File: config.mk
export PLATFORM = sky130hd
export DESIGN_NAME = clc_top
export DESIGN_NICKNAME = d
export VERILOG_FILES = /design/src/hw/clc_pkg.sv /design/src/hw/clc_gate.sv /design/src/hw/clc_mode.sv /design/src/hw/clc_top.sv
export VERILOG_INCLUDE_DIRS = /design/src /design/src/hw
export SDC_FILE = /design/constraint.sdc
export NUM_CORES = 1
export LEC_CHECK = 0
export BUFFER_PORTS_ARGS = -buffer_cell sky130_fd_sc_hd__buf_4
export CAP_MARGIN = 20
export CORE_MARGIN = 5
export CORE_UTILIZATION = 42
export DETAILED_ROUTE_END_ITERATION = 10
export SLEW_MARGIN = 20
export SYNTH_ARGS = -nofsm -noshare
export SYNTH_HDL_FRONTEND = slang
export SYNTH_SLANG_ARGS = --single-unit
File: constraint.sdc
create_clock -name hclk -period 14.9 [get_ports hclk]
set_clock_uncertainty 0.2 [all_clocks]
set_input_delay 1.49 -clock hclk [delete_from_list [all_inputs] [get_ports hclk]]
set_output_delay 1.49 -clock hclk [all_outputs]
set_load 0.02 [all_outputs]
File: src/hw/clc_defines.svh
// Register map, field positions and reset values of the logic cell block.
`ifndef CLC_DEFINES_SVH
`define CLC_DEFINES_SVH

// Word address bit that selects the shared registers instead of a cell.
// It is byte address bit 10, so the shared window starts at byte 0x400.
`define CLC_GLOBAL_BIT 8
// Word index of each register inside one cell window.
`define CLC_REG_CON    4'h0
`define CLC_REG_POL    4'h1
`define CLC_REG_DSEL0  4'h2
`define CLC_REG_DSEL3  4'h5
`define CLC_REG_GSEL0  4'h6
`define CLC_REG_GSEL3  4'h9
// Word index of each shared register.
`define CLC_REG_MIRROR 4'h0
`define CLC_REG_PSEL0  4'h1
`define CLC_REG_PSEL3  4'h4
`define CLC_REG_STATUS 4'h5
`define CLC_REG_MASK   4'h6

// Field positions of the control and polarity registers.
`define CLC_CON_EN     7
`define CLC_CON_OUT    5
`define CLC_CON_INTP   4
`define CLC_CON_INTN   3
`define CLC_POL_OUT    7

// Reset values.
`define CLC_CON_RST    8'h00
`define CLC_GSEL_RST   8'h00
`define CLC_DSEL_RST   6'h00
`define CLC_MIRROR_RST 4'h0

`endif

File: src/hw/clc_pkg.sv
// Types shared by the logic cell files.
package clc_pkg;

	// Cell function codes.
	typedef enum logic [2:0] {
		MODE_AND_OR = 3'h0,
		MODE_OR_XOR = 3'h1,
		MODE_AND4   = 3'h2,
		MODE_SR     = 3'h3,
		MODE_DFF1   = 3'h4,
		MODE_DFF2   = 3'h5,
		MODE_JK     = 3'h6,
		MODE_LATCH  = 3'h7
	} mode_t;

	// Software settings of one cell.
	typedef struct packed {
		logic             cell_enable;
		logic             rise_irq_enable;
		logic             fall_irq_enable;
		mode_t            cell_function_select;
		logic             output_invert;
		logic [3:0]       gate_invert;
		logic [3:0][5:0]  dsel;
		logic [3:0][7:0]  gsel;
	} cell_cfg_t;

	// OR of the true and inverted forms picked by a gate select byte.
	function automatic logic gate_fn(input logic [3:0] d, input logic [7:0] sel);
		logic acc;
		acc = 1'b0;
		for (int k = 0; k < 4; k++) begin
			acc = acc | (sel[2*k+1] & d[k]) | (sel[2*k] & ~d[k]);
		end
		return acc;
	endfunction

endpackage

File: src/hw/clc_gate.sv
// One gate: selected input forms ORed, then the gate polarity.
`timescale 1ns/1ns
`default_nettype none

module clc_gate (
	// Data inputs of the cell and the select byte.
	input  wire logic       [3:0] d,
	input  wire logic       [7:0] sel,
	input  wire logic             inv,
	// Gate result after polarity.
	output logic                  g
);

	////////////////////////////////////////////////////////////////////////
	// An empty select gives zero before polarity, so a gate is a constant
	// that software can still flip with its polarity bit.
	always_comb begin
		g = clc_pkg::gate_fn(d, sel) ^ inv;
	end

endmodule
`default_nettype wire

File: src/hw/clc_mode.sv
// Function logic of one cell, combinational and sequential modes.
`timescale 1ns/1ns
`default_nettype none

module clc_mode (
	// Clock and reset.
	input  wire logic             hclk,
	input  wire logic             hresetn,
	// Gate results and selected function.
	input  wire logic       [3:0] g,
	input  wire clc_pkg::mode_t   mode,
	// Cell result before output polarity.
	output logic                  res
);

	// Stored bit and the last value of the gate used as a clock.
	typedef struct packed {
		logic q;
		logic clk_d;
	} mode_state_t;

	mode_state_t s_r;   // Registered state.
	mode_state_t s_nxt; // Next state.
	logic        rise;  // Rising edge on gate 1.

	////////////////////////////////////////////////////////////////////////
	// Latches and flip-flops are built on hclk; the gate clock is edge
	// detected, so it must be slower than half the system clock.
	always_comb begin
		s_nxt = s_r;
		s_nxt.clk_d = g[0];
		rise = g[0] & ~s_r.clk_d;
		res = 1'b0;
		unique case (mode)
			clc_pkg::MODE_AND_OR: res = (g[0] & g[1]) | (g[2] & g[3]);
			clc_pkg::MODE_OR_XOR: res = (g[0] | g[1]) ^ (g[2] | g[3]);
			clc_pkg::MODE_AND4:   res = &g;
			clc_pkg::MODE_SR: begin
				// Set wins when both are high.
				if (g[0] | g[1]) begin
					s_nxt.q = 1'b1;
				end else if (g[2] | g[3]) begin
					s_nxt.q = 1'b0;
				end
				res = s_nxt.q;
			end
			clc_pkg::MODE_DFF1: begin
				if (g[2]) begin
					s_nxt.q = 1'b0;
				end else if (g[3]) begin
					s_nxt.q = 1'b1;
				end else if (rise) begin
					s_nxt.q = g[1];
				end
				res = s_nxt.q;
			end
			clc_pkg::MODE_DFF2: begin
				if (g[2]) begin
					s_nxt.q = 1'b0;
				end else if (rise) begin
					s_nxt.q = g[1] ^ g[3];
				end
				res = s_nxt.q;
			end
			clc_pkg::MODE_JK: begin
				if (g[2]) begin
					s_nxt.q = 1'b0;
				end else if (rise) begin
					s_nxt.q = (g[1] & ~s_r.q) | (~g[3] & s_r.q);
				end
				res = s_nxt.q;
			end
			clc_pkg::MODE_LATCH: begin
				// Transparent while gate 1 is high.
				if (g[2]) begin
					s_nxt.q = 1'b0;
				end else if (g[3]) begin
					s_nxt.q = 1'b1;
				end else if (g[0]) begin
					s_nxt.q = g[1];
				end
				res = s_nxt.q;
			end
		endcase
	end

	////////////////////////////////////////////////////////////////////////
	// State register.
	always_ff @(posedge hclk or negedge hresetn) begin
		if (!hresetn) begin
			s_r <= '0;
		end else begin
			s_r <= s_nxt;
		end
	end

endmodule
`default_nettype wire

File: src/hw/clc_top.sv
// Four logic cells with gate selection, output mirror and AHB-Lite registers.
// How it works
// - third gate has 8-bit true/inverted select
// - fourth gate has same 8-bit select layout
// - set select bit feeds that form in
// - gate selects read/write, kept except power-on
// - shared register mirrors cell outputs, resets zero
// - mirror upper bits read zero, ignore writes
// - disabled cell drives zero output
// - three-bit field picks cell function
// - chosen output edges set interrupt flag
// - output bit follows polarity, one inverts
`timescale 1ns/1ns
`default_nettype none
`include "clc_defines.svh"

module clc_top #(
	parameter int NSRC = 64, // Sources reachable by a 6-bit data select.
	parameter int NPIN = 64  // Pins reachable by a 6-bit pin select.
) (
	// Clock and reset.
	input  wire logic              hclk,
	input  wire logic              hresetn,
	// AHB-Lite slave.
	input  wire logic              hsel,
	input  wire logic       [31:0] haddr,
	input  wire logic        [1:0] htrans,
	input  wire logic              hwrite,
	input  wire logic        [2:0] hsize,
	input  wire logic       [31:0] hwdata,
	input  wire logic              hready,
	output logic            [31:0] hrdata,
	output logic                   hreadyout,
	output logic                   hresp,
	// Signal sources above the four external inputs, and the pins.
	input  wire logic   [NSRC-5:0] periph_src,
	input  wire logic   [NPIN-1:0] pins,
	// Cell outputs and interrupt.
	output logic             [3:0] cell_out,
	output logic                   irq
);

	// Whole block state.
	typedef struct packed {
		clc_pkg::cell_cfg_t [3:0] cr;   // Per cell settings.
		logic [3:0][5:0]  psel;         // Pin select of each external input.
		logic [3:0]       flag;         // Sticky interrupt flags.
		logic [3:0]       mask;         // Interrupt mask.
		logic [3:0]       out;          // Cell outputs after polarity.
		logic             irq;          // Interrupt line.
		logic             wr_pend;      // Write data phase pending.
		logic             rd_pend;      // Read data phase pending.
		logic [8:0]       ad;           // Word address of the data phase.
		logic [31:0]      rdata;        // Read data.
	} top_state_t;

	top_state_t s_r;   // Registered state.
	top_state_t s_nxt; // Next state.

	logic [3:0]      ext;       // External inputs after pin select.
	logic [NSRC-1:0] src;       // All data sources.
	logic [3:0][3:0] dat;       // Data inputs of each cell.
	logic [3:0][3:0] gate_w;    // Gate results of each cell.
	logic [3:0]      res;       // Cell results before polarity.
	logic            ap;        // Valid address phase.
	logic [31:0]     rd;        // Read data for the address phase.

	////////////////////////////////////////////////////////////////////////
	// Word offset of an access within the cell or shared window.
	function automatic logic [3:0] reg_idx(input logic [8:0] a);
		return a[3:0];
	endfunction

	// Cell number of an access in the cell windows.
	function automatic logic [1:0] cell_idx(input logic [8:0] a);
		return a[5:4];
	endfunction

	////////////////////////////////////////////////////////////////////////
	// Input routing: pins to external inputs, sources to cell data.
	always_comb begin
		for (int k = 0; k < 4; k++) begin
			ext[k] = pins[s_r.psel[k]];
		end
		src = {periph_src, ext};
	end

	for (genvar c = 0; c < 4; c++) begin : g_cell
		always_comb begin
			for (int k = 0; k < 4; k++) begin
				dat[c][k] = src[s_r.cr[c].dsel[k]];
			end
		end
		for (genvar j = 0; j < 4; j++) begin : g_gate
			clc_gate u_gate (
				.d   (dat[c]),
				.sel (s_r.cr[c].gsel[j]),
				.inv (s_r.cr[c].gate_invert[j]),
				.g   (gate_w[c][j])
			);
		end
		clc_mode u_mode (
			.hclk    (hclk),
			.hresetn (hresetn),
			.g       (gate_w[c]),
			.mode    (s_r.cr[c].cell_function_select),
			.res     (res[c])
		);
	end

	////////////////////////////////////////////////////////////////////////
	// Next state: bus writes, cell outputs, flags, then the read mux.
	// Reads use the next state so a read right after a write sees it.
	always_comb begin
		logic [7:0] wd;
		logic [3:0] ix;
		logic [1:0] ci;
		logic [3:0] clr;
		logic [3:0] set;
		wd = hwdata[7:0];
		ix = reg_idx(s_r.ad);
		ci = cell_idx(s_r.ad);
		clr = 4'h0;
		set = 4'h0;
		s_nxt = s_r;
		ap = hsel & htrans[1] & hready;
		// Write data phase; unmapped words are ignored.
		if (s_r.wr_pend && !s_r.ad[`CLC_GLOBAL_BIT]) begin
			if (ix == `CLC_REG_CON) begin
				s_nxt.cr[ci].cell_enable = wd[`CLC_CON_EN];
				s_nxt.cr[ci].rise_irq_enable = wd[`CLC_CON_INTP];
				s_nxt.cr[ci].fall_irq_enable = wd[`CLC_CON_INTN];
				s_nxt.cr[ci].cell_function_select = clc_pkg::mode_t'(wd[2:0]);
			end else if (ix == `CLC_REG_POL) begin
				s_nxt.cr[ci].output_invert = wd[`CLC_POL_OUT];
				s_nxt.cr[ci].gate_invert = wd[3:0];
			end else if (ix <= `CLC_REG_DSEL3) begin
				s_nxt.cr[ci].dsel[2'(ix - `CLC_REG_DSEL0)] = wd[5:0];
			end else if (ix <= `CLC_REG_GSEL3) begin
				s_nxt.cr[ci].gsel[2'(ix - `CLC_REG_GSEL0)] = wd;
			end
		end else if (s_r.wr_pend) begin
			// The mirror takes no write at all.
			if (ix >= `CLC_REG_PSEL0 && ix <= `CLC_REG_PSEL3) begin
				s_nxt.psel[2'(ix - `CLC_REG_PSEL0)] = wd[5:0];
			end else if (ix == `CLC_REG_STATUS) begin
				clr = wd[3:0];
			end else if (ix == `CLC_REG_MASK) begin
				s_nxt.mask = wd[3:0];
			end
		end
		// Cell outputs and edge events.
		for (int c = 0; c < 4; c++) begin
			if (s_r.cr[c].cell_enable) begin
				s_nxt.out[c] = res[c] ^ s_r.cr[c].output_invert;
			end else begin
				s_nxt.out[c] = 1'b0;
			end
			set[c] = (s_nxt.out[c] & ~s_r.out[c] & s_r.cr[c].rise_irq_enable)
				| (~s_nxt.out[c] & s_r.out[c] & s_r.cr[c].fall_irq_enable);
		end
		// A new event beats a clear in the same cycle.
		s_nxt.flag = (s_r.flag & ~clr) | set;
		s_nxt.irq = |(s_nxt.flag & s_nxt.mask);
		// Address phase.
		s_nxt.wr_pend = ap & hwrite;
		s_nxt.rd_pend = ap & ~hwrite;
		if (ap) begin
			s_nxt.ad = haddr[10:2];
		end
		rd = 32'h0000_0000;
		ix = reg_idx(haddr[10:2]);
		ci = cell_idx(haddr[10:2]);
		// The window bit is a word address bit, two places up in the byte address.
		if (!haddr[`CLC_GLOBAL_BIT + 2]) begin
			if (ix == `CLC_REG_CON) begin
				rd[`CLC_CON_EN] = s_nxt.cr[ci].cell_enable;
				rd[`CLC_CON_OUT] = s_nxt.out[ci];
				rd[`CLC_CON_INTP] = s_nxt.cr[ci].rise_irq_enable;
				rd[`CLC_CON_INTN] = s_nxt.cr[ci].fall_irq_enable;
				rd[2:0] = s_nxt.cr[ci].cell_function_select;
			end else if (ix == `CLC_REG_POL) begin
				rd[`CLC_POL_OUT] = s_nxt.cr[ci].output_invert;
				rd[3:0] = s_nxt.cr[ci].gate_invert;
			end else if (ix <= `CLC_REG_DSEL3) begin
				rd[5:0] = s_nxt.cr[ci].dsel[2'(ix - `CLC_REG_DSEL0)];
			end else if (ix <= `CLC_REG_GSEL3) begin
				rd[7:0] = s_nxt.cr[ci].gsel[2'(ix - `CLC_REG_GSEL0)];
			end
		end else begin
			if (ix == `CLC_REG_MIRROR) begin
				rd[3:0] = s_nxt.out;
			end else if (ix <= `CLC_REG_PSEL3) begin
				rd[5:0] = s_nxt.psel[2'(ix - `CLC_REG_PSEL0)];
			end else if (ix == `CLC_REG_STATUS) begin
				rd[3:0] = s_nxt.flag;
			end else if (ix == `CLC_REG_MASK) begin
				rd[3:0] = s_nxt.mask;
			end
		end
		if (ap && !hwrite) begin
			s_nxt.rdata = rd;
		end
	end

	////////////////////////////////////////////////////////////////////////
	// State register. Only the power-on reset exists here, so the gate
	// selects take a defined zero instead of an unknown value.
	always_ff @(posedge hclk or negedge hresetn) begin
		if (!hresetn) begin
			s_r <= '0;
			for (int c = 0; c < 4; c++) begin
				s_r.cr[c].gsel <= {4{`CLC_GSEL_RST}};
			end
			s_r.out <= `CLC_MIRROR_RST;
		end else begin
			s_r <= s_nxt;
		end
	end

	////////////////////////////////////////////////////////////////////////
	// Outputs straight from the state register; zero wait, always OKAY.
	always_comb begin
		hrdata = s_r.rdata;
		hreadyout = 1'b1;
		hresp = 1'b0;
		cell_out = s_r.out;
		irq = s_r.irq;
	end
endmodule
`default_nettype wire

==> results.sh <==
export IMPL_wl_per_cell_um=34.7
export IMPL_p_comb_share_pct=34.1
export IMPL_synthFlopType="dfrtp_1"
export IMPL_endpoint_kind="flip-flop"
export IMPL_netlist_top_cells_count="mux2_2, dfrtp_1, mux4_2"
export IMPL_grt_pass1_vias=27800
export IMPL_met3_usage_pct=7.47
export IMPL_cap_violations=0
export IMPL_synth_area_leaders="dfrtp_1, mux4_2, mux2_2, mux2i_1, nand2_1"
export IMPL_fp_row_count=101
export IMPL_vdd_ir_drop_max_mv=0.0613
export IMPL_crit_end="irq$_DFF_PN0_"
export IMPL_firstDrtPassIters=9
export IMPL_cts_tree="yes"
export IMPL_hold_viol_final=0
export IMPL_numCtsBuffers=36
export IMPL_drive_gt1_share_pct=32.0
export IMPL_async_flop_share_pct=100
export IMPL_synth_cell_types=95
export IMPL_r2r_end="irq$_DFF_PN0_"
export IMPL_slew_violations=0
export IMPL_syn_area_per_cell_um2=10.6
export IMPL_ys_seq_area_share_pct=25.8
export IMPL_critical_path_class="reg2reg"
export IMPL_finalCriticalPeriod_ps=7780
export IMPL_p_leak_uw=0.0135
export IMPL_status="completed"
export IMPL_wl_um=137000
export IMPL_drt_initial_drc_count=3714
export IMPL_core_area_um2=75600
export IMPL_arrival_ps=8010
export IMPL_ios=237
export IMPL_fmax_mhz=128
export IMPL_cts_sinks=329
export IMPL_crit_chain="mux4_2 -> mux2i_1 -> a221oi_1 -> a22o_1 -> mux4_1 -> o2111ai_1 -> nor2_1 -> nor4_2 -> mux2_2 -> o22ai_1 -> a311oi_1 -> a2111oi_0 -> o2bb2ai_1 -> xnor2_1 -> a221oi_1 -> nor3_1 -> a2111o_1"
export IMPL_swShare_pct=36.8
export IMPL_ys_seq_elements=329
export IMPL_gr_usage_met2_pct=49.3
export IMPL_die_x_um=286
export IMPL_fin_tns_setup_ps=0
export IMPL_synthCells=2997
export IMPL_setup_viol=0
export IMPL_rsz0062_at_grt="no"
export IMPL_path_buf_inv=0
export IMPL_dieArea_um2=81600
export IMPL_grt_first_pass_wirelength_um=197000
export IMPL_die_h_um=286
export IMPL_portBuffers=157
export IMPL_synth_top_cell_area_share_pct=25.8
export IMPL_path_max_fanout=17
export IMPL_clock_latency_ps=550
export IMPL_path_clk_slew_ps=60
export IMPL_gp_congestion=0.988
export IMPL_areaGrowthSynthToFinish_pct=7.93
export IMPL_grt_usage_pct=32.2
export IMPL_power_switching_uw=1120
export IMPL_clk_path_buf_depth=3
export IMPL_finalNonFillerCells=3943
export IMPL_root_buffer="clkbuf_16"
export IMPL_vias=28600
export IMPL_cp_depth=17
export IMPL_start_util_pct=42.2
export IMPL_grt_busiest_layer="met2"
export IMPL_drc=0
export IMPL_pre_cts_slack_ps=6680
export IMPL_drtAntennaViolNets=0
export IMPL_post_cts_buffers=0
export IMPL_holdBufCountCts=0
export IMPL_syn_area_um2=31900
export IMPL_fin_hold_ws_ps=288
export IMPL_internal_power_uw=1930
export IMPL_yosys_warnings=0
export IMPL_crit_required_ps=15130
export IMPL_overflow=0
export IMPL_synth_most_common_cell="mux2_2"
export IMPL_slowest_stage="dfrtp_1"
export IMPL_tightest_slew_ps=1290
export IMPL_r2r_cells=17
export IMPL_synth_edf_count=0
export IMPL_powerDensity_nw_per_um2=88.7
export IMPL_fin_nets=3142
export IMPL_hpwl_um=99900
export IMPL_h_tree_depth=2
export IMPL_startpoint_type="flip-flop"
export IMPL_antenna_found_initial=3
export IMPL_use_met1_pct=44.2
export IMPL_cpPeakStageDelay_ps=940
export IMPL_rrSetupSlack_ps=7120
export IMPL_critPathMostFrequentCell="a221oi_1"
export IMPL_viasPerCell=7.26
export IMPL_synth_top_area_cell="dfrtp_1"
export IMPL_min_period_over_period_pct=52.2
export IMPL_dp_cells=3879
export IMPL_p_seq_share_pct=36.0
export IMPL_crit_family="compound AO/OA/AOI/OAI gates"
export IMPL_hp_class="reg2reg"
export IMPL_clock_power_share_pct=29.9
export IMPL_r2r_start="s_r[63]$_DFF_PN0_"
export IMPL_slew_headroom_pct=13.3
export IMPL_cp_startpoint="s_r[63]$_DFF_PN0_"
export IMPL_cts_repair_resized=0
export IMPL_grt_max_degree=128
export IMPL_fin_ws_ps=7120
==> cell type report <==
class / count / area [µm²]
flip-flops and latches: 329 / 8230
clock inverters: 16 / 181
fillers: 7047 / 41100
well taps: 978 / 1220
multi-input cells: 2296 / 22000
inverters: 86 / 323
diodes: 1 / 2.50
clock buffers: 46 / 978
repair buffers: 191 / 1470
==> worst min-delay path, delay by kind of cell, from the launching register on <==
family,cells,cell delay [ps]
AO/OA/AOI/OAI,1,60
flip-flops,1,350
AND/OR/NAND/NOR,1,50
==> worst min path at each step <==
stage,from,end,slack (ps),cells after the start
2_1_floorplan,hrdata[6]$_DFFE_PN0P_,hrdata[6]$_DFFE_PN0P_,240,2
3_3_place_gp,hrdata[7]$_DFFE_PN0P_,hrdata[7]$_DFFE_PN0P_,270,2
3_5_place_dp,hrdata[7]$_DFFE_PN0P_,hrdata[7]$_DFFE_PN0P_,280,2
4_1_cts,hrdata[7]$_DFFE_PN0P_,hrdata[7]$_DFFE_PN0P_,290,2
5_1_grt,hrdata[7]$_DFFE_PN0P_,hrdata[7]$_DFFE_PN0P_,320,2
6_report,hrdata[7]$_DFFE_PN0P_,hrdata[7]$_DFFE_PN0P_,290,2
==> metrics by stage <==
step	area, µm²	total power (µW)	utilization [%]
2_1_floorplan	32000	1750	-
3_3_place_gp	33200	2100	44.0
3_5_place_dp	33200	2120	44.0
4_1_cts	34400	3030	45.5
5_1_grt	34400	3160	45.6
6_report	34400	3050	45.6
==> cell usage in the layout, fill, tap and decap left out, types with 13 or more instances in the layout <==
| cell | Yosys | final |
|---|---|---|
| mux2_2 | 343 | 343 |
| dfrtp_1 | 329 | 329 |
| mux4_2 | 309 | 309 |
| mux2i_1 | 218 | 218 |
| nand2_1 | 215 | 215 |
| nor2_1 | 200 | 200 |
| buf_4 | 43 | 188 |
| inv_1 | 83 | 81 |
| nor3_1 | 66 | 65 |
| nor2b_1 | 61 | 61 |
| o21ai_0 | 61 | 61 |
| a21oi_1 | 52 | 52 |
| nand3_1 | 48 | 48 |
| a22oi_1 | 46 | 46 |
| nand2b_1 | 37 | 37 |
| and2_1 | 37 | 37 |
| clkbuf_16 | 0 | 36 |
| a31oi_1 | 32 | 32 |
| o22ai_1 | 27 | 27 |
| conb_1 | 2 | 26 |
| and3_1 | 25 | 25 |
| nand4_1 | 22 | 22 |
| a22o_1 | 21 | 21 |
| or2_2 | 20 | 20 |
| a221oi_1 | 20 | 20 |
| o211ai_1 | 20 | 20 |
| mux4_1 | 18 | 18 |
| o21bai_1 | 16 | 16 |
| a221o_1 | 16 | 16 |
| nor4b_1 | 15 | 15 |
| nand3b_1 | 14 | 14 |
| o211a_1 | 14 | 14 |
| o21a_1 | 14 | 14 |
| a21boi_0 | 13 | 13 |
==> cells by family after synthesis <==
logic type | count (synthesis) | synth area share (%)
adders and majority gates | 5 | 0.188
AOI/OAI and AO/OA | 519 | 12.3
and+or+nand+nor | 834 | 13.2
buffers and inverters | 396 | 5.49
muxes | 891 | 42.4
xor gates and xnor gates | 21 | 0.620
DFF | 329 | 25.8
other | 2 | 0.0235
==> per-layer routing <==
metal	wire length, µm	up-vias
li1	-	11500
met1	53900	14600
met2	60200	2090
met3	15100	404
met4	7400	6
met5	34	-
==> flip-flops by register name (all words and copies together) (netlist names) <==
signal	count
s_r	308
hrdata	8
g_cell.u_mode.s_r	8
cell_out	4
irq	1
==> power by group through the flow <==
stage	Combinational (µW)	Clock (µW)	Sequential (µW)
2_1_floorplan	730	0	1020
3_5_place_dp	1010	0	1110
5_1_grt	1090	958	1110
6_report	1040	913	1100
3_3_place_gp	992	0	1110
4_1_cts	1010	920	1090
(Power assumes the default switching activity.)
